### src/logic/sam_pkg.sv
package sam_pkg;
  localparam int ADDR_W = 32;
  // region attribute encodings
  typedef enum logic [1:0] {SAM_NORMAL, SAM_DEVICE, SAM_STRONG} sam_mtype_t;
  typedef enum logic [4:0] {
    SAM_SEL_NONE, SAM_SEL_FLASH, SAM_SEL_SRAM, SAM_SEL_SRAM_ALIAS, SAM_SEL_PERIPH,
    SAM_SEL_PERIPH_ALIAS, SAM_SEL_EXT_RAM, SAM_SEL_EXT_DEV, SAM_SEL_ITRACE,
    SAM_SEL_WATCH, SAM_SEL_BREAK, SAM_SEL_CORE_SYS, SAM_SEL_TRACE_PORT
  } sam_sel_t;
  // memory map boundaries
  localparam logic [31:0] FLASH_BASE = 32'h0000_0000;
  localparam logic [31:0] FLASH_LAST = 32'h0000_3FFF;
  localparam logic [31:0] CODE_LAST = 32'h1FFF_FFFF;
  localparam logic [31:0] SRAM_BASE = 32'h2000_0000;
  localparam logic [31:0] SRAM_LAST = 32'h2000_0FFF;
  localparam logic [31:0] SRAM_BB_LAST = 32'h200F_FFFF;
  localparam logic [31:0] SRAM_ALIAS_BASE = 32'h2200_0000;
  localparam logic [31:0] SRAM_ALIAS_LAST = 32'h2201_FFFF;
  localparam logic [31:0] SRAM_REG_LAST = 32'h3FFF_FFFF;
  localparam logic [31:0] PERI_BASE = 32'h4000_0000;
  localparam logic [31:0] PERI_BB_LAST = 32'h400F_FFFF;
  localparam logic [31:0] PERI_ALIAS_BASE = 32'h4200_0000;
  localparam logic [31:0] PERI_ALIAS_LAST = 32'h43FF_FFFF;
  localparam logic [31:0] PERI_REG_LAST = 32'h5FFF_FFFF;
  localparam logic [31:0] EXT_RAM_BASE = 32'h6000_0000;
  localparam logic [31:0] EXT_RAM_LAST = 32'h9FFF_FFFF;
  localparam logic [31:0] EXT_DEV_BASE = 32'hA000_0000;
  localparam logic [31:0] EXT_DEV_LAST = 32'hDFFF_FFFF;
  localparam logic [31:0] PRIV_BASE = 32'hE000_0000;
  localparam logic [31:0] PRIV_LAST = 32'hE00F_FFFF;
  localparam logic [31:0] ITRACE_BASE = 32'hE000_0000;
  localparam logic [31:0] WATCH_BASE = 32'hE000_1000;
  localparam logic [31:0] BREAK_BASE = 32'hE000_2000;
  localparam logic [31:0] CORE_SYS_BASE = 32'hE000_E000;
  localparam logic [31:0] TRACE_PORT_BASE = 32'hE004_0000;
  // 4 KB slot granularity
  localparam int SLOT_SHIFT = 12;
  localparam int PERI_SLOT_CNT = 256;
  // listed peripheral slots (index = offset >> 12 in first peripheral MB)
  localparam logic [255:0] PERI_SLOT_MAP = (256'h1 << 8'h00) | (256'h1 << 8'h04)
    | (256'h1 << 8'h05) | (256'h1 << 8'h06) | (256'h1 << 8'h07) | (256'h1 << 8'h08)
    | (256'h1 << 8'h0C) | (256'h1 << 8'h0D) | (256'h1 << 8'h20) | (256'h1 << 8'h24)
    | (256'h1 << 8'h30) | (256'h1 << 8'h31) | (256'h1 << 8'h32) | (256'h1 << 8'h3C)
    | (256'h1 << 8'hFD) | (256'h1 << 8'hFE);
  localparam int OUTST_W = 4;
  localparam logic [3:0] OUTST_MAX = 4'hF;
endpackage : sam_pkg

### src/logic/sam_attr_if.sv
interface sam_attr_if;
  import sam_pkg::*;
  logic [31:0] addr;
  logic isFetch;
  sam_sel_t sel;
  sam_mtype_t mtype;
  logic execNever;
  logic reserved;
  modport dec (input addr, input isFetch, output sel, output mtype, output execNever,
    output reserved);
  modport user (output addr, output isFetch, input sel, input mtype, input execNever,
    input reserved);
endinterface : sam_attr_if

### src/logic/sam_address_map.sv
// What this block does
// - reserved address reads and writes end in a bus fault response
// - one fixed 4 GB map; every address resolves to exactly one region
// - SRAM alias window from 0x2200_0000 maps to SRAM bit-band bits
// - 0x4200_0000..0x43FF_FFFF decode as the peripheral alias window
// - 0xE000_E000 4 KB slot selects core system registers
// - trace, watchpoint, breakpoint and trace-port slots are decoded
// - Normal regions may reorder and read speculatively
// - Device writes may be buffered but keep Device/Strongly-Ordered order
// - Strongly Ordered traffic is never buffered and keeps total order
// - execute-never fetches blocked; fault only when the instruction executes
// - two Device/Strongly-Ordered accesses are observed in program order
// - code region is Normal, executable
// - SRAM region is Normal, executable, holds bit-band and alias
// - peripheral region is Device, execute-never
// - external device region is Device, execute-never
// - private bus region is Strongly Ordered, execute-never
// - fetches ahead and to branch targets must be tolerated
// - data memory barrier holds later transactions until all complete
// - data sync barrier stalls later instructions until all complete
// - instruction sync barrier forces a refetch of later instructions
// - enabled protection unit may replace type and execute-never
// - exception priority change effective by end of a following data sync barrier
// - alias data writes are read-modify-write; alias fetches not remapped
module sam_address_map
  import sam_pkg::*;
(
  // clock and reset
  input wire logic sys_clk,
  input wire logic arst_n,
  // request from core
  input wire logic reqValid,
  input wire logic [31:0] reqAddr,
  input wire logic reqWrite,
  input wire logic reqFetch,
  output logic reqReady,
  // downstream issue and completion
  output logic issValid,
  output logic [31:0] issAddr,
  output logic issWrite,
  output logic [4:0] issSel,
  output logic [1:0] issType,
  output logic issBuffered,
  output logic issRmw,
  input wire logic cplValid,
  // response to core
  output logic rspFault,
  output logic rspValid,
  output logic fetchExecNever,
  // execution of a fetched instruction
  input wire logic execValid,
  input wire logic execFromNever,
  output logic execFault,
  // barriers
  input wire logic dmbReq,
  input wire logic dsbReq,
  input wire logic isbReq,
  output logic execStall,
  output logic fetchFlush,
  output logic prioCommit,
  input wire logic prioChange,
  // protection unit override
  input wire logic protEnable,
  input wire logic protHit,
  input wire logic [1:0] protType,
  input wire logic protExecNever
);
  import sam_pkg::*;

  typedef enum {SAM_IDLE, SAM_DMB_WAIT, SAM_DSB_WAIT} sam_bar_t;
  sam_bar_t barState_r;
  sam_attr_if att ();
  sam_mtype_t effType;
  logic effExecNever;
  logic [3:0] outstCnt;
  logic anyOutst;
  logic accept;
  logic isOrdered;
  logic orderBlock;
  logic barBlock;
  logic prioPend_r;
  logic cplStrong;
  logic strongOpen_r;
  logic orderedOutst_r;
  logic readyCond;
  logic drainNxt;

  assign att.addr = reqAddr;
  assign att.isFetch = reqFetch;

  sam_region_dec u_dec (
    .att(att)
  );

  // protection unit wins over the default map attributes
  always_comb begin
    effType = att.mtype;
    effExecNever = att.execNever;
    if (protEnable && protHit) begin
      effType = sam_mtype_t'(protType);
      effExecNever = protExecNever;
    end
  end

  assign isOrdered = (effType != SAM_NORMAL);
  // ordered traffic waits behind any open ordered or strongly ordered access
  assign orderBlock = (isOrdered && orderedOutst_r) || strongOpen_r
    || (effType == SAM_STRONG && outstCnt != 4'h0);
  assign barBlock = (barState_r != SAM_IDLE) || dmbReq || dsbReq;
  // normal traffic is held back only by an open strongly ordered access or a full outstanding count
  assign readyCond = !orderBlock && (outstCnt != OUTST_MAX);
  // ready rises only into a drained pipe, so any type may be taken next;
  // costs a round trip per access but keeps ready equal to taken
  assign drainNxt = (outstCnt == 4'h0) || (outstCnt == 4'h1 && cplValid);
  assign accept = reqValid && reqReady && readyCond && !barBlock;

  sam_order_ctl u_ord (
    .sys_clk(sys_clk),
    .arst_n(arst_n),
    .issue(accept && !att.reserved && !(reqFetch && effExecNever)),
    .done(cplValid),
    .strongOrder(strongOpen_r),
    .outst(outstCnt),
    .anyOutst(anyOutst)
  );

  assign cplStrong = cplValid && outstCnt == 4'h1;

  // ordered-class occupancy: cleared once every access has drained
  always_ff @(posedge sys_clk or negedge arst_n) begin
    if (!arst_n) begin
      orderedOutst_r <= 1'b0;
      strongOpen_r <= 1'b0;
    end else if (accept && !att.reserved && isOrdered && !reqFetch) begin
      orderedOutst_r <= 1'b1;
      strongOpen_r <= (effType == SAM_STRONG);
    end else if (cplStrong) begin
      orderedOutst_r <= 1'b0;
      strongOpen_r <= 1'b0;
    end
  end

  // issue to downstream
  always_ff @(posedge sys_clk or negedge arst_n) begin
    if (!arst_n) begin
      issValid <= 1'b0;
      issAddr <= 32'h0000_0000;
      issWrite <= 1'b0;
      issSel <= 5'h00;
      issType <= 2'h0;
      issBuffered <= 1'b0;
      issRmw <= 1'b0;
    end else begin
      issValid <= accept && !att.reserved && !(reqFetch && effExecNever);
      issAddr <= reqAddr;
      issWrite <= reqWrite && !reqFetch;
      issSel <= att.sel;
      issType <= effType;
      // device writes may post; strongly ordered never does
      issBuffered <= reqWrite && effType == SAM_DEVICE;
      issRmw <= reqWrite && !reqFetch && (att.sel == SAM_SEL_SRAM_ALIAS
        || att.sel == SAM_SEL_PERIPH_ALIAS);
    end
  end

  // core-facing answer: fault for reserved space, flag for blocked fetches
  always_ff @(posedge sys_clk or negedge arst_n) begin
    if (!arst_n) begin
      rspValid <= 1'b0;
      rspFault <= 1'b0;
      fetchExecNever <= 1'b0;
      reqReady <= 1'b0;
    end else begin
      rspValid <= accept && (att.reserved || (reqFetch && effExecNever));
      rspFault <= accept && att.reserved;
      // a prefetch into execute-never space only marks the word; no fault yet
      fetchExecNever <= accept && !att.reserved && reqFetch && effExecNever;
      reqReady <= readyCond && drainNxt && !barBlock && !accept;
    end
  end

  // fault only when the marked instruction reaches execution
  always_ff @(posedge sys_clk or negedge arst_n) begin
    if (!arst_n) execFault <= 1'b0;
    else execFault <= execValid && execFromNever;
  end

  // barrier sequencing
  always_ff @(posedge sys_clk or negedge arst_n) begin
    if (!arst_n) barState_r <= SAM_IDLE;
    else begin
      case (barState_r)
        SAM_IDLE: begin
          if (dsbReq) barState_r <= SAM_DSB_WAIT;
          else if (dmbReq) barState_r <= SAM_DMB_WAIT;
        end
        SAM_DMB_WAIT: if (!anyOutst && outstCnt == 4'h0) barState_r <= SAM_IDLE;
        SAM_DSB_WAIT: if (outstCnt == 4'h0 && !strongOpen_r) barState_r <= SAM_IDLE;
        default: barState_r <= SAM_IDLE;
      endcase
    end
  end

  // a pending priority change commits when a following data sync barrier ends
  always_ff @(posedge sys_clk or negedge arst_n) begin
    if (!arst_n) begin
      prioPend_r <= 1'b0;
      prioCommit <= 1'b0;
      execStall <= 1'b0;
      fetchFlush <= 1'b0;
    end else begin
      execStall <= dsbReq || (barState_r == SAM_DSB_WAIT
        && !(outstCnt == 4'h0 && !strongOpen_r));
      fetchFlush <= isbReq;
      if (barState_r == SAM_DSB_WAIT && outstCnt == 4'h0 && !strongOpen_r) begin
        prioCommit <= prioPend_r || prioChange;
        prioPend_r <= 1'b0;
      end else begin
        prioCommit <= 1'b0;
        if (prioChange) prioPend_r <= 1'b1;
      end
    end
  end
endmodule : sam_address_map

### src/logic/sam_order_ctl.sv
module sam_order_ctl
  import sam_pkg::*;
(
  // clock and reset
  input wire logic sys_clk,
  input wire logic arst_n,
  // issue and completion
  input wire logic issue,
  input wire logic done,
  input wire logic strongOrder,
  // status
  output logic [3:0] outst,
  output logic anyOutst
);
  // counts accepted-but-unfinished transactions of every ordering class together
  always_ff @(posedge sys_clk or negedge arst_n) begin
    if (!arst_n) outst <= 4'h0;
    else outst <= outst + {3'h0, issue} - {3'h0, done && outst != 4'h0};
  end
  assign anyOutst = (outst != 4'h0) || strongOrder;
endmodule : sam_order_ctl

### src/logic/sam_region_dec.sv
module sam_region_dec
  import sam_pkg::*;
(
  sam_attr_if.dec att
);
  logic [31:0] a;
  logic [7:0] slot;
  assign a = att.addr;
  assign slot = a[19:12];
  always_comb begin
    att.sel = SAM_SEL_NONE;
    att.mtype = SAM_NORMAL;
    att.execNever = 1'b0;
    att.reserved = 1'b0;
    if (a <= CODE_LAST) begin
      att.sel = (a <= FLASH_LAST) ? SAM_SEL_FLASH : SAM_SEL_NONE;
    end else if (a <= SRAM_REG_LAST) begin
      if (a <= SRAM_LAST) att.sel = SAM_SEL_SRAM;
      else if (a >= SRAM_ALIAS_BASE && a <= SRAM_ALIAS_LAST) att.sel = SAM_SEL_SRAM_ALIAS;
    end else if (a <= PERI_REG_LAST) begin
      att.mtype = SAM_DEVICE;
      att.execNever = 1'b1;
      if (a <= PERI_BB_LAST && PERI_SLOT_MAP[slot]) att.sel = SAM_SEL_PERIPH;
      else if (a >= PERI_ALIAS_BASE && a <= PERI_ALIAS_LAST) att.sel = SAM_SEL_PERIPH_ALIAS;
    end else if (a <= EXT_RAM_LAST) begin
      att.sel = SAM_SEL_NONE;
    end else if (a <= EXT_DEV_LAST) begin
      att.mtype = SAM_DEVICE;
      att.execNever = 1'b1;
    end else begin
      att.mtype = SAM_STRONG;
      att.execNever = 1'b1;
      if (a[31:12] == ITRACE_BASE[31:12]) att.sel = SAM_SEL_ITRACE;
      else if (a[31:12] == WATCH_BASE[31:12]) att.sel = SAM_SEL_WATCH;
      else if (a[31:12] == BREAK_BASE[31:12]) att.sel = SAM_SEL_BREAK;
      else if (a[31:12] == CORE_SYS_BASE[31:12]) att.sel = SAM_SEL_CORE_SYS;
      else if (a[31:12] == TRACE_PORT_BASE[31:12]) att.sel = SAM_SEL_TRACE_PORT;
    end
    // alias fetches are not remapped: alias space is data only
    if (att.isFetch && (att.sel == SAM_SEL_SRAM_ALIAS || att.sel == SAM_SEL_PERIPH_ALIAS))
      att.sel = SAM_SEL_NONE;
    att.reserved = (att.sel == SAM_SEL_NONE);
  end
endmodule : sam_region_dec

### config.mk
export PLATFORM = sky130hd
export DESIGN_NAME = sam_address_map
export DESIGN_NICKNAME = d
export VERILOG_FILES = /design/src/logic/sam_pkg.sv /design/src/logic/sam_attr_if.sv /design/src/logic/sam_address_map.sv /design/src/logic/sam_order_ctl.sv /design/src/logic/sam_region_dec.sv
export SDC_FILE = /design/constraint.sdc
export NUM_CORES = 1
export LEC_CHECK = 0
export BUFFER_PORTS_ARGS = -buffer_cell sky130_fd_sc_hd__buf_2
export CORE_AREA = 8 8 69 101
export DETAILED_ROUTE_END_ITERATION = 8
export DIE_AREA = 0 0 77 109
export PLACE_DENSITY = 0.78
export SLEW_MARGIN = 10
export SYNTH_ARGS = -nofsm -noshare
export SYNTH_HDL_FRONTEND = slang
export SYNTH_HIERARCHICAL = 1
export SYNTH_SLANG_ARGS = --single-unit
### constraint.sdc
create_clock -name sys_clk -period 2.99 [get_ports sys_clk]
set_input_delay 0.598 -clock sys_clk [delete_from_list [all_inputs] [get_ports sys_clk]]
set_output_delay 0.598 -clock sys_clk [all_outputs]
set_load 0.02 [all_outputs]
==> qor.csv, run 1 <==
stage,metric,value,unit
routing,via count of the routed design,2256,
die,# rows,34,
clock_network,clock-pin slew on the worst setup and hold paths,70,ps
min_path,Hold WC Path Type,primary input to register,
yosys,Yosys top cell by area,dfrtp_1,
setup_path,worst reg-to-reg path cell count,7,
setup_path,CP Class,primary input to register,
clock_network,CTS sink cnt,60,
min_path,Hold Crit Endpoint,issAddr[3]$_DFF_PN0_,
timing,fmax,0.326,GHz
routing,routed len/inst,15.6,microns
setup_path,worst stage delay on the critical path,540,ps
layout,area occupied by multi-input gates,0.00103,sq mm
timing,final hold vios,0,
yosys,Synth cell types,57,
power,leakage,1.91,nW
outcome,violated checks,negative setup slack,
layout,sequential cell area,0.00150,sq mm
grt,first-pass GRT wire length,11200,microns
placement,GPL Wtd Cong,0.907,
die,chip width,77,microns
power,Logic pwr share,21.3,%
grt,antenna violations before repair,0,
timing,Least-Margin Pin Slew,720,ps
yosys,Post-synth top flop,dfrtp_1,
layout,filler instances,449,
yosys,"flops & latches, synth",60,
yosys,"FFs w/ async S/R, synth",100,%
clock_network,Num CTS Buffers,9,
yosys,largest cells by area after synthesis,"dfrtp_1 59%, ha_1 4.4%, inv_1 2.6%, nor2_1 2.2%, nor3_1 1.6%",
setup_path,reg2reg start,barState_r[1]$_DFFE_PN0P_,
yosys,net count after synthesis,272,
yosys,Syn. warnings,6,
min_path,hold depth,1,
run,maxcap violations,0,
power,Peak VDD IR,0.000428,V
power,Sequential Power Share,40.8,%
layout,share of cells above drive strength 1,48.9,%
layout,area delta synth->final,47.5,%
timing,final worst path period need,3070,ps
placement,Buffers on Ports,99,
power,Power Density,628,mW/mm^2
setup_path,cell family with most CP delay,simple AND/OR/NAND/NOR gates,
setup_path,Worst R2R Setup Slack,570,ps
setup_path,CP Capture Type,register,
setup_path,CP cell instances,buf_6 > or4_4 > or3_4 > a311oi_2 > o32ai_2 > a211o_1 > a21oi_4 > a2111oi_4 > ha_2 > inv_2 > fa_1 > inv_1,
die,I/O Pins,100,
setup_path,CP max FO,5,
clock_network,TritonCTS clock tree,done,
timing,Max Slew Vio Count,0,
yosys,Post-Syn Area,0.00256,sq mm
clock_network,CTS Hold Bufs,0,
timing,Tcrit/Tclk final,103,%
routing,DR pass1 iterations,4,
routing,1st-iter DRT viols,88,
layout,design area,0.00378,sq mm
placement,HPWL Detailed,5380,microns
yosys,"Seq/Total Area, Yosys",58.6,%
setup_path,Critical Path RT,3270,ps
timing,# setup viols final,3,
timing,clock skew,4.96,ps
yosys,Synth Instances,213,
setup_path,crit path DAT,3350,ps
power,sw frac,27.6,%
grt,vias in the first global route,2428,
layout,Antenna diodes,0,
setup_path,CP startpoint kind,primary input,
setup_path,CP max stage cell,or4_4,
layout,Nets,424,
power,switching pwr,0.654,mW
min_path,beginning of the worst hold path,reqAddr[3],
grt,pin count of the biggest net entering global routing,61,
power,Int Pwr,1.72,mW
yosys,Syn Area/Cell,12.0,sq um
timing,final worst slack,-79.8,ps
timing,Relative slew margins,52.0,%
routing,WL final,6900,microns
layout,post-layout util,67.3,%
yosys,number of synthesized flops with an enable pin,0,
clock_network,CTS H-tree depth,3,
yosys,Synth top area share,58.6,%
die,die area,0.00839,sq mm
power,power share of the clock group,37.9,%
timing,RSZ-0062 raised after global routing,true,
placement,Placement Cell Area,0.00346,sq mm
setup_path,Buf/Inv on CP,3,
die,core area,0.00562,sq mm
clock_network,clk_lat worst skew,340,ps
outcome,status,"finished, violations left",
routing,Vias per Instance,5.10,
power,Tot Pwr,2.37,mW
clock_network,clock tree buffer depth,2,
setup_path,Crit. Startpoint,reqAddr[23],
grt,Total Routing Usage GR,17.0,%
routing,post-detailed-route count of antenna-violating nets,0,
clock_network,clk root buf,clkbuf_8,
timing,TNS Setup,-225,ps
routing,Post-route DRC,0,
die,Starting Density,45.6,%
grt,grt ovf,0,
setup_path,terminus of the critical flop-to-flop path,u_ord/outst[2]$_DFF_PN0_,
die,die height,109,microns
-- cell type report --
type                            count  area share, %
Clock buffer                       12           4.11
Clock inverter                      4           2.52
Sequential cell                    60           39.7
Timing Repair Buffer              144           22.2
Inverter                           18           1.79
Tap cell                           72           2.38
Multi-Input combinational cell    132           27.2
-- power groups by stage --
| stage | combinational, mW | sequential (mW) | clock (mW) |
|---|---|---|---|
| 2_1_floorplan | 0.259 | 1.01 | 0 |
| 3_3_place_gp | 0.485 | 0.972 | 0 |
| 3_5_place_dp | 0.502 | 0.976 | 0 |
| 4_1_cts | 0.511 | 0.967 | 0.915 |
| 5_1_grt | 0.566 | 0.981 | 0.957 |
| 6_report | 0.506 | 0.968 | 0.899 |
-- stage by stage --
step	cells	worst slack [ps]	hold slack, ps
2_1_floorplan	213	-266	302
3_3_place_gp	422	-470	476
3_5_place_dp	422	-527	490
4_1_cts	441	-77.3	339
5_1_grt	442	-179	335
6_report	442	-79.8	354
-- cells by family (layout without fill, tap and decap cells) --
family	Yosys count	count (layout)	share of synthesized area [%]
AOI/OAI and AO/OA	44	44	13.2
xor gates and xnor gates	3	3	1.03
adders and majority gates	10	10	5.18
buffers and inverters	21	178	3.22
DFF	60	60	58.6
muxes	2	2	0.879
other	1	1	0.146
and+or+nand+nor	72	72	17.7
-- synth_stat cells (all sizes together) (3+ instances only) --
master,number
nand2,5
inv,18
or3,6
nand3,3
nor2,15
nor2b,3
nor4b,3
and3,4
a2111oi,4
a21oi,8
dfrtp,60
a21boi,4
o21ai,6
ha,9
nor3,8
nor4,6
-- placed cells by master, fill, tap and decap left out, drive strengths merged, types with 4 or more instances in the layout --
cell type and n:
dfrtp 60, a21boi 4, clkbuf 12, or3 6, nand2 5, a21oi 8
nor3 8, ha 9, inv 18, buf 144, nor4 6, o21ai 6
a2111oi 4, nor2 15, and3 4
-- metal layers --
metal / global-route usage (%) / vias to the layer above / wire length, microns
met5: 0 / - / 0
met4: 7.45 / 0 / 131
met3: 6.77 / 14 / 482
met2: 33.8 / 77 / 4010
met1: 14.3 / 1084 / 2280
li1: - / 1081 / -
-- flip-flops by register name (all words and copies together), names as in the netlist, 2 cells and up --
| signal | flops |
|---|---|
| issAddr | 32 |
| u_ord/outst | 4 |
| issType | 2 |
| issSel | 5 |
| barState_r | 2 |
-- worst reg2reg max path, stage by stage, from the launching register on --
cell	delay [ps]
dfrtp_1	420
nor4_1	380
nand4b_1	310
a2111oi_4	420
ha_2	250
inv_2	40
fa_1	370
xnor2_1	130
-- worst max-delay path by stage --
| stage | endpoint | slack (ps) | cells after the start |
|---|---|---|---|
| after floorplan | u_ord/outst[2]$_DFF_PN0_ | -270 | 11 |
| after global placement | u_ord/outst[1]$_DFF_PN0_ | -470 | 12 |
| after global routing | u_ord/outst[1]$_DFF_PN0_ | -180 | 12 |
| after CTS | u_ord/outst[1]$_DFF_PN0_ | -80 | 12 |
| final | u_ord/outst[1]$_DFF_PN0_ | -80 | 12 |
| after detailed placement | u_ord/outst[2]$_DFF_PN0_ | -530 | 12 |
-- what timing repair did --
item,CTS,global route
setup endpoints to repair,3,4
buffers inserted,3,1
pin swaps,8,2
gates resized for setup,3,2
(Power assumes the default switching activity.)
==> run 2: changes to the inputs <==
CELL_PAD_IN_SITES_DETAIL_PLACEMENT = 1   (was not set)
CELL_PAD_IN_SITES_GLOBAL_PLACEMENT = 1   (was not set)
CORE_AREA = 8 8 77 113   (was 8 8 69 101)
DIE_AREA = 0 0 85 121   (was 0 0 77 109)
PLACE_DENSITY = 0.79   (was 0.78)
==> run 2 against run 1 <==
  * The run still ends with negative setup slack left
  * Critical endpoint is now u_ord/outst[2]$_DFF_PN0_
  * First-iteration DRC count fell by 53%
  * Die area is 23% higher
  * Sequential share of layout area fell by 0.48 points
  * Combinational power is 2% higher
  * Cell count is 2.5% higher
  * Clock-buffer cell count unchanged
  * Largest power group unchanged
  * Register-to-register slack lost 30 ps
  * Maximum frequency down 2.6%
  * Non-clock buffer count increased by 4
  * Clock power fell by 16%
  * Design area rose by 1.2%
  * Critical path depth is the same
==> qor.csv, run 2 (synthesis results as in run 1) <==
stage,metric,value,unit
outcome,status,"finished, violations left",
outcome,violated checks,negative setup slack,
setup_path,crit path DAT,3380,ps
routing,via count of the routed design,2336,
routing,WL final,8100,microns
timing,Least-Margin Pin Slew,757,ps
timing,final hold vios,0,
clock_network,CTS sink cnt,60,
clock_network,CTS Hold Bufs,0,
timing,# setup viols final,4,
die,# rows,38,
layout,"commonest non-fill, non-tap cell in the layout",buf_2,
routing,routed len/inst,17.9,microns
layout,Antenna diodes,0,
timing,final worst path period need,3150,ps
timing,Tcrit/Tclk final,105,%
setup_path,worst stage delay on the critical path,560,ps
clock_network,clk_lat worst skew,340,ps
clock_network,clk root buf,clkbuf_8,
placement,Buffers on Ports,99,
setup_path,CP startpoint kind,primary input,
grt,antenna violations before repair,0,
placement,GPL Wtd Cong,0.933,
power,power share of the clock group,33.6,%
clock_network,TritonCTS clock tree,done,
die,core area,0.00708,sq mm
grt,first-pass GRT wire length,13200,microns
layout,filler instances,773,
clock_network,clock-pin slew on the worst setup and hold paths,70,ps
timing,RSZ-0062 raised after global routing,true,
routing,Vias per Instance,5.16,
layout,share of cells above drive strength 1,50.4,%
clock_network,Num CTS Buffers,9,
timing,Relative slew margins,49.5,%
setup_path,CP cell instances,buf_6 > or4_4 > or3_4 > nor4_4 > o32ai_2 > nand3_1 > a21oi_4 > a2111oi_4 > ha_2 > inv_2 > fa_1 > xnor2_1,
min_path,Hold WC Path Type,primary input to register,
timing,Max Slew Vio Count,0,
layout,post-layout util,54.0,%
power,sw frac,29.7,%
power,switching pwr,0.663,mW
routing,Post-route DRC,0,
die,Starting Density,36.2,%
setup_path,CP max stage cell,or4_4,
grt,pin count of the biggest net entering global routing,61,
die,I/O Pins,100,
power,Sequential Power Share,43.3,%
min_path,hold depth,1,
power,leakage,1.93,nW
timing,final hold slack,368,ps
layout,most frequent cells in the layout,"98 x buf_2, 60 x dfrtp_1, 48 x buf_4",
timing,final worst slack,-161,ps
setup_path,worst reg-to-reg path cell count,7,
setup_path,CP Class,primary input to register,
layout,Nets,428,
power,Logic pwr share,23.1,%
power,Int Pwr,1.57,mW
timing,fmax,0.317,GHz
routing,1st-iter DRT viols,41,
layout,Biggest register,issAddr,
layout,max FFs per register,32,
die,die height,121,microns
grt,Total Routing Usage GR,16.4,%
clock_network,CTS H-tree depth,3,
die,die area,0.0103,sq mm
setup_path,CP max FO,5,
power,Power Density,584,mW/mm^2
layout,Final Non-Filler Cells,453,
setup_path,CP Capture Type,register,
die,chip width,85,microns
grt,grt ovf,0,
routing,post-detailed-route count of antenna-violating nets,0,
setup_path,Critical Path RT,3220,ps
timing,clock skew,4.38,ps
placement,Placed Cells incl. Taps,426,
routing,DR pass1 iterations,4,
grt,vias in the first global route,2708,
placement,HPWL Detailed,6370,microns
run,maxcap violations,0,
clock_network,clock tree buffer depth,2,
power,Peak VDD IR,0.000290,V
layout,top flop regs,"issAddr (32), issSel (5), u_ord/outst (4)",
layout,area delta synth->final,49.3,%
[run 2: per-layer routing]
layer / track usage, % / share of wire, % / up-vias
met5: 0 / 0 / -
met4: 9.97 / 3.9 / 0
met3: 5.15 / 6.2 / 22
met2: 31.6 / 57 / 78
met1: 14.3 / 33 / 1152
li1: - / - / 1084
[run 2: worst max-delay path, delay by kind of cell]
family | cells | cell delay [ps]
buffers and inverters | 2 | 130
adder cells (fa/ha/maj) | 2 | 630
AND/OR/NAND/NOR | 4 | 1390
AO/OA/AOI/OAI | 3 | 490
XOR/XNOR | 1 | 130
[run 2: power groups by stage]
stage	Sequential (mW)	Combinational (mW)	Clock [mW]
floorplan	1.01	0.259	0
global placement	0.974	0.492	0
detailed placement	0.983	0.510	0
CTS	0.968	0.522	0.780
global route	0.982	0.594	0.806
finish	0.967	0.517	0.751
[run 2: repair_timing]
item                       in CTS  in global routing
gates resized for setup         5                  7
setup buffers                   8                  5
pin swaps                       3                  7
setup endpoints to repair       3                  7
[run 2: cell type report]
class,instances,area (sq um),area share [%]
flip-flops and latches,60,1500,39.3
multi-input cells,132,1060,27.8
repair buffers,148,882,23.1
clock buffers,12,165,4.32
well taps,80,100,2.62
inverters,18,67.6,1.77
clock inverters,3,45.0,1.18
[run 2: per-stage QoR]
stage	area [sq um]	power, mW	setup slack [ps]	TNS [ps]
after floorplan	2580	1.27	-266	-732
final	3820	2.23	-161	-414
after global routing	3820	2.38	-253	-804
after global placement	3450	1.47	-493	-1770
after detailed placement	3450	1.49	-653	-2770
after CTS	3760	2.27	-135	-445
[run 2: worst paths after layout]
kind                                      startpoint                  endpoint  slack [ps]
max                                      reqAddr[23]  u_ord/outst[2]$_DFF_PN0_        -160
min                                       reqAddr[2]      issAddr[2]$_DFF_PN0_         370
max reg2reg                barState_r[1]$_DFFE_PN0P_  u_ord/outst[2]$_DFF_PN0_         540
min reg2reg                   prioPend_r$_DFFE_PN0P_    prioPend_r$_DFFE_PN0P_         500
max in group asynchronous                     arst_n     issAddr[30]$_DFF_PN0_        2060
min in group asynchronous                     arst_n      issAddr[0]$_DFF_PN0_         410
==> run 3: changes to the inputs <==
PLACE_DENSITY = 0.84   (was 0.79)
==> run 3 against run 2 <==
  * The flow still finishes with violations (negative setup slack)
  * First-iteration DRC count increased by 22%
  * Maximum frequency increased by 0.27%
  * Power rose by 2.3%
  * Worst hold slack worse by 180 ps
  * Die area did not move
  * Sequential power barely moved
  * Design area decreased by 2.7%
==> qor.csv, run 3 (synthesis results as in run 1) <==
stage,metric,value,unit
grt,first-pass GRT wire length,13100,microns
die,# rows,38,
routing,Vias per Instance,5.18,
clock_network,clock tree buffer depth,2,
setup_path,Crit. Startpoint,reqAddr[23],
die,I/O Pins,100,
layout,filler instances,811,
power,Peak VDD IR,0.000324,V
setup_path,Worst R2R Setup Slack,400,ps
setup_path,worst reg-to-reg path cell count,7,
die,die height,121,microns
timing,clock skew,4.56,ps
run,maxcap violations,0,
routing,WL final,8030,microns
timing,final worst path period need,3140,ps
clock_network,TritonCTS clock tree,done,
routing,Post-route DRC,0,
timing,fmax,0.318,GHz
timing,Relative slew margins,59.1,%
layout,Nets,417,
power,Power Density,615,mW/mm^2
routing,via count of the routed design,2294,
routing,post-detailed-route count of antenna-violating nets,0,
timing,final hold vios,0,
grt,pin count of the biggest net entering global routing,43,
setup_path,CP Capture Type,register,
outcome,status,"finished, violations left",
layout,"commonest non-fill, non-tap cell in the layout",buf_2,
timing,Least-Margin Pin Slew,608,ps
layout,most frequent cells in the layout,"98 x buf_2, 60 x dfrtp_1, 38 x buf_4",
timing,RSZ-0062 raised after global routing,true,
routing,routed len/inst,18.1,microns
grt,grt ovf,0,
power,Tot Pwr,2.29,mW
timing,final hold slack,184,ps
grt,Total Routing Usage GR,16.6,%
grt,vias in the first global route,2617,
setup_path,CP max FO,5,
setup_path,Critical Path RT,3270,ps
placement,GPL Wtd Cong,0.849,
die,Starting Density,36.2,%
routing,1st-iter DRT viols,50,
clock_network,CTS Hold Bufs,0,
grt,antenna violations before repair,0,
die,chip width,85,microns
setup_path,worst setup path end,u_ord/outst[1]$_DFF_PN0_,
setup_path,CP startpoint kind,primary input,
clock_network,CTS sink cnt,60,
setup_path,CP Class,primary input to register,
min_path,Hold WC Path Type,primary input to asynchronous set/reset pin,
setup_path,terminus of the critical flop-to-flop path,u_ord/outst[1]$_DFF_PN0_,
power,leakage,1.88,nW
clock_network,CTS H-tree depth,3,
layout,Antenna diodes,0,
layout,area delta synth->final,45.2,%
setup_path,CP cell instances,buf_6 > or4_4 > or3_4 > nor4b_4 > o21bai_2 > a211o_1 > a21oi_2 > a2111oi_4 > ha_2 > inv_2 > fa_1 > inv_1,
placement,HPWL Detailed,6470,microns
timing,final worst slack,-153,ps
routing,DR pass1 iterations,4,
clock_network,clk_lat worst skew,340,ps
layout,share of cells above drive strength 1,47.9,%
die,die area,0.0103,sq mm
clock_network,clock-pin slew on the worst setup and hold paths,70,ps
timing,Tcrit/Tclk final,105,%
setup_path,reg2reg start,barState_r[1]$_DFFE_PN0P_,
clock_network,Num CTS Buffers,9,
clock_network,clk root buf,clkbuf_8,
outcome,violated checks,negative setup slack,
placement,Buffers on Ports,99,
layout,Biggest register,issAddr,
setup_path,crit path DAT,3420,ps
timing,# setup viols final,3,
die,core area,0.00708,sq mm
timing,Max Slew Vio Count,0,
setup_path,CP max stage cell,or4_4,
layout,max FFs per register,32,
setup_path,worst stage delay on the critical path,560,ps
layout,top flop regs,"issAddr (32), issSel (5), u_ord/outst (4)",
-- run 3: per-stage QoR --
step	utilization (%)	worst slack, ps	TNS [ps]	area, sq um	std cells
global route	52.5	-222	-635	3720	443
finish	52.5	-153	-399	3720	443
global placement	48.5	-495	-1890	3430	425
floorplan	-	-266	-732	2580	213
CTS	52.3	-124	-334	3710	443
detailed placement	48.5	-602	-2580	3430	425
-- run 3: what timing repair did --
action                                  4_1_cts  5_1_grt
endpoints found under the setup margin        3        4
pin swaps                                     6        0
buffers inserted                              2        0
gates resized for setup                       6        2
-- run 3: worst max-delay path: cells and delay by family --
kind | cells | cell delay [ps]
AOI/OAI and AO/OA | 4 | 660
adders and majority gates | 2 | 630
buffers and inverters | 3 | 200
and+or+nand+nor | 3 | 1330
-- run 3: how the worst min path moves through the flow --
stage	endpoint	slack, ps	cells past startpoint
finish	issAddr[7]$_DFF_PN0_	180	1
global route	issAddr[7]$_DFF_PN0_	210	1
CTS	issAddr[7]$_DFF_PN0_	180	1
detailed placement	barState_r[1]$_DFFE_PN0P_	500	1
global placement	prioPend_r$_DFFE_PN0P_	470	2
floorplan	barState_r[0]$_DFFE_PN0P_	300	0
-- run 3: cell type report --
type / instances / area, sq um / area share (%)
inverter: 18 / 67.6 / 1.82
tap: 80 / 100 / 2.69
multi-input combinational: 132 / 1040 / 28.1
sequential: 60 / 1500 / 40.4
timing repair buffer: 137 / 787 / 21.2
clock buffer: 12 / 145 / 3.90
clock inverter: 4 / 72.6 / 1.95
-- run 3: metal layers --
metal / vias to the layer above / track usage, % / part of all wire, %
met2: 78 / 31.8 / 58
met5: - / 0 / 0
met3: 17 / 6.17 / 6.8
li1: 1065 / - / -
met4: 0 / 6.83 / 2.0
met1: 1134 / 15.1 / 34
-- run 3: power by group --
part | internal, mW | switching [mW]
Clock | 0.491 | 0.312
Sequential | 0.895 | 0.0703
Combinational | 0.223 | 0.294
Total | 1.61 | 0.676
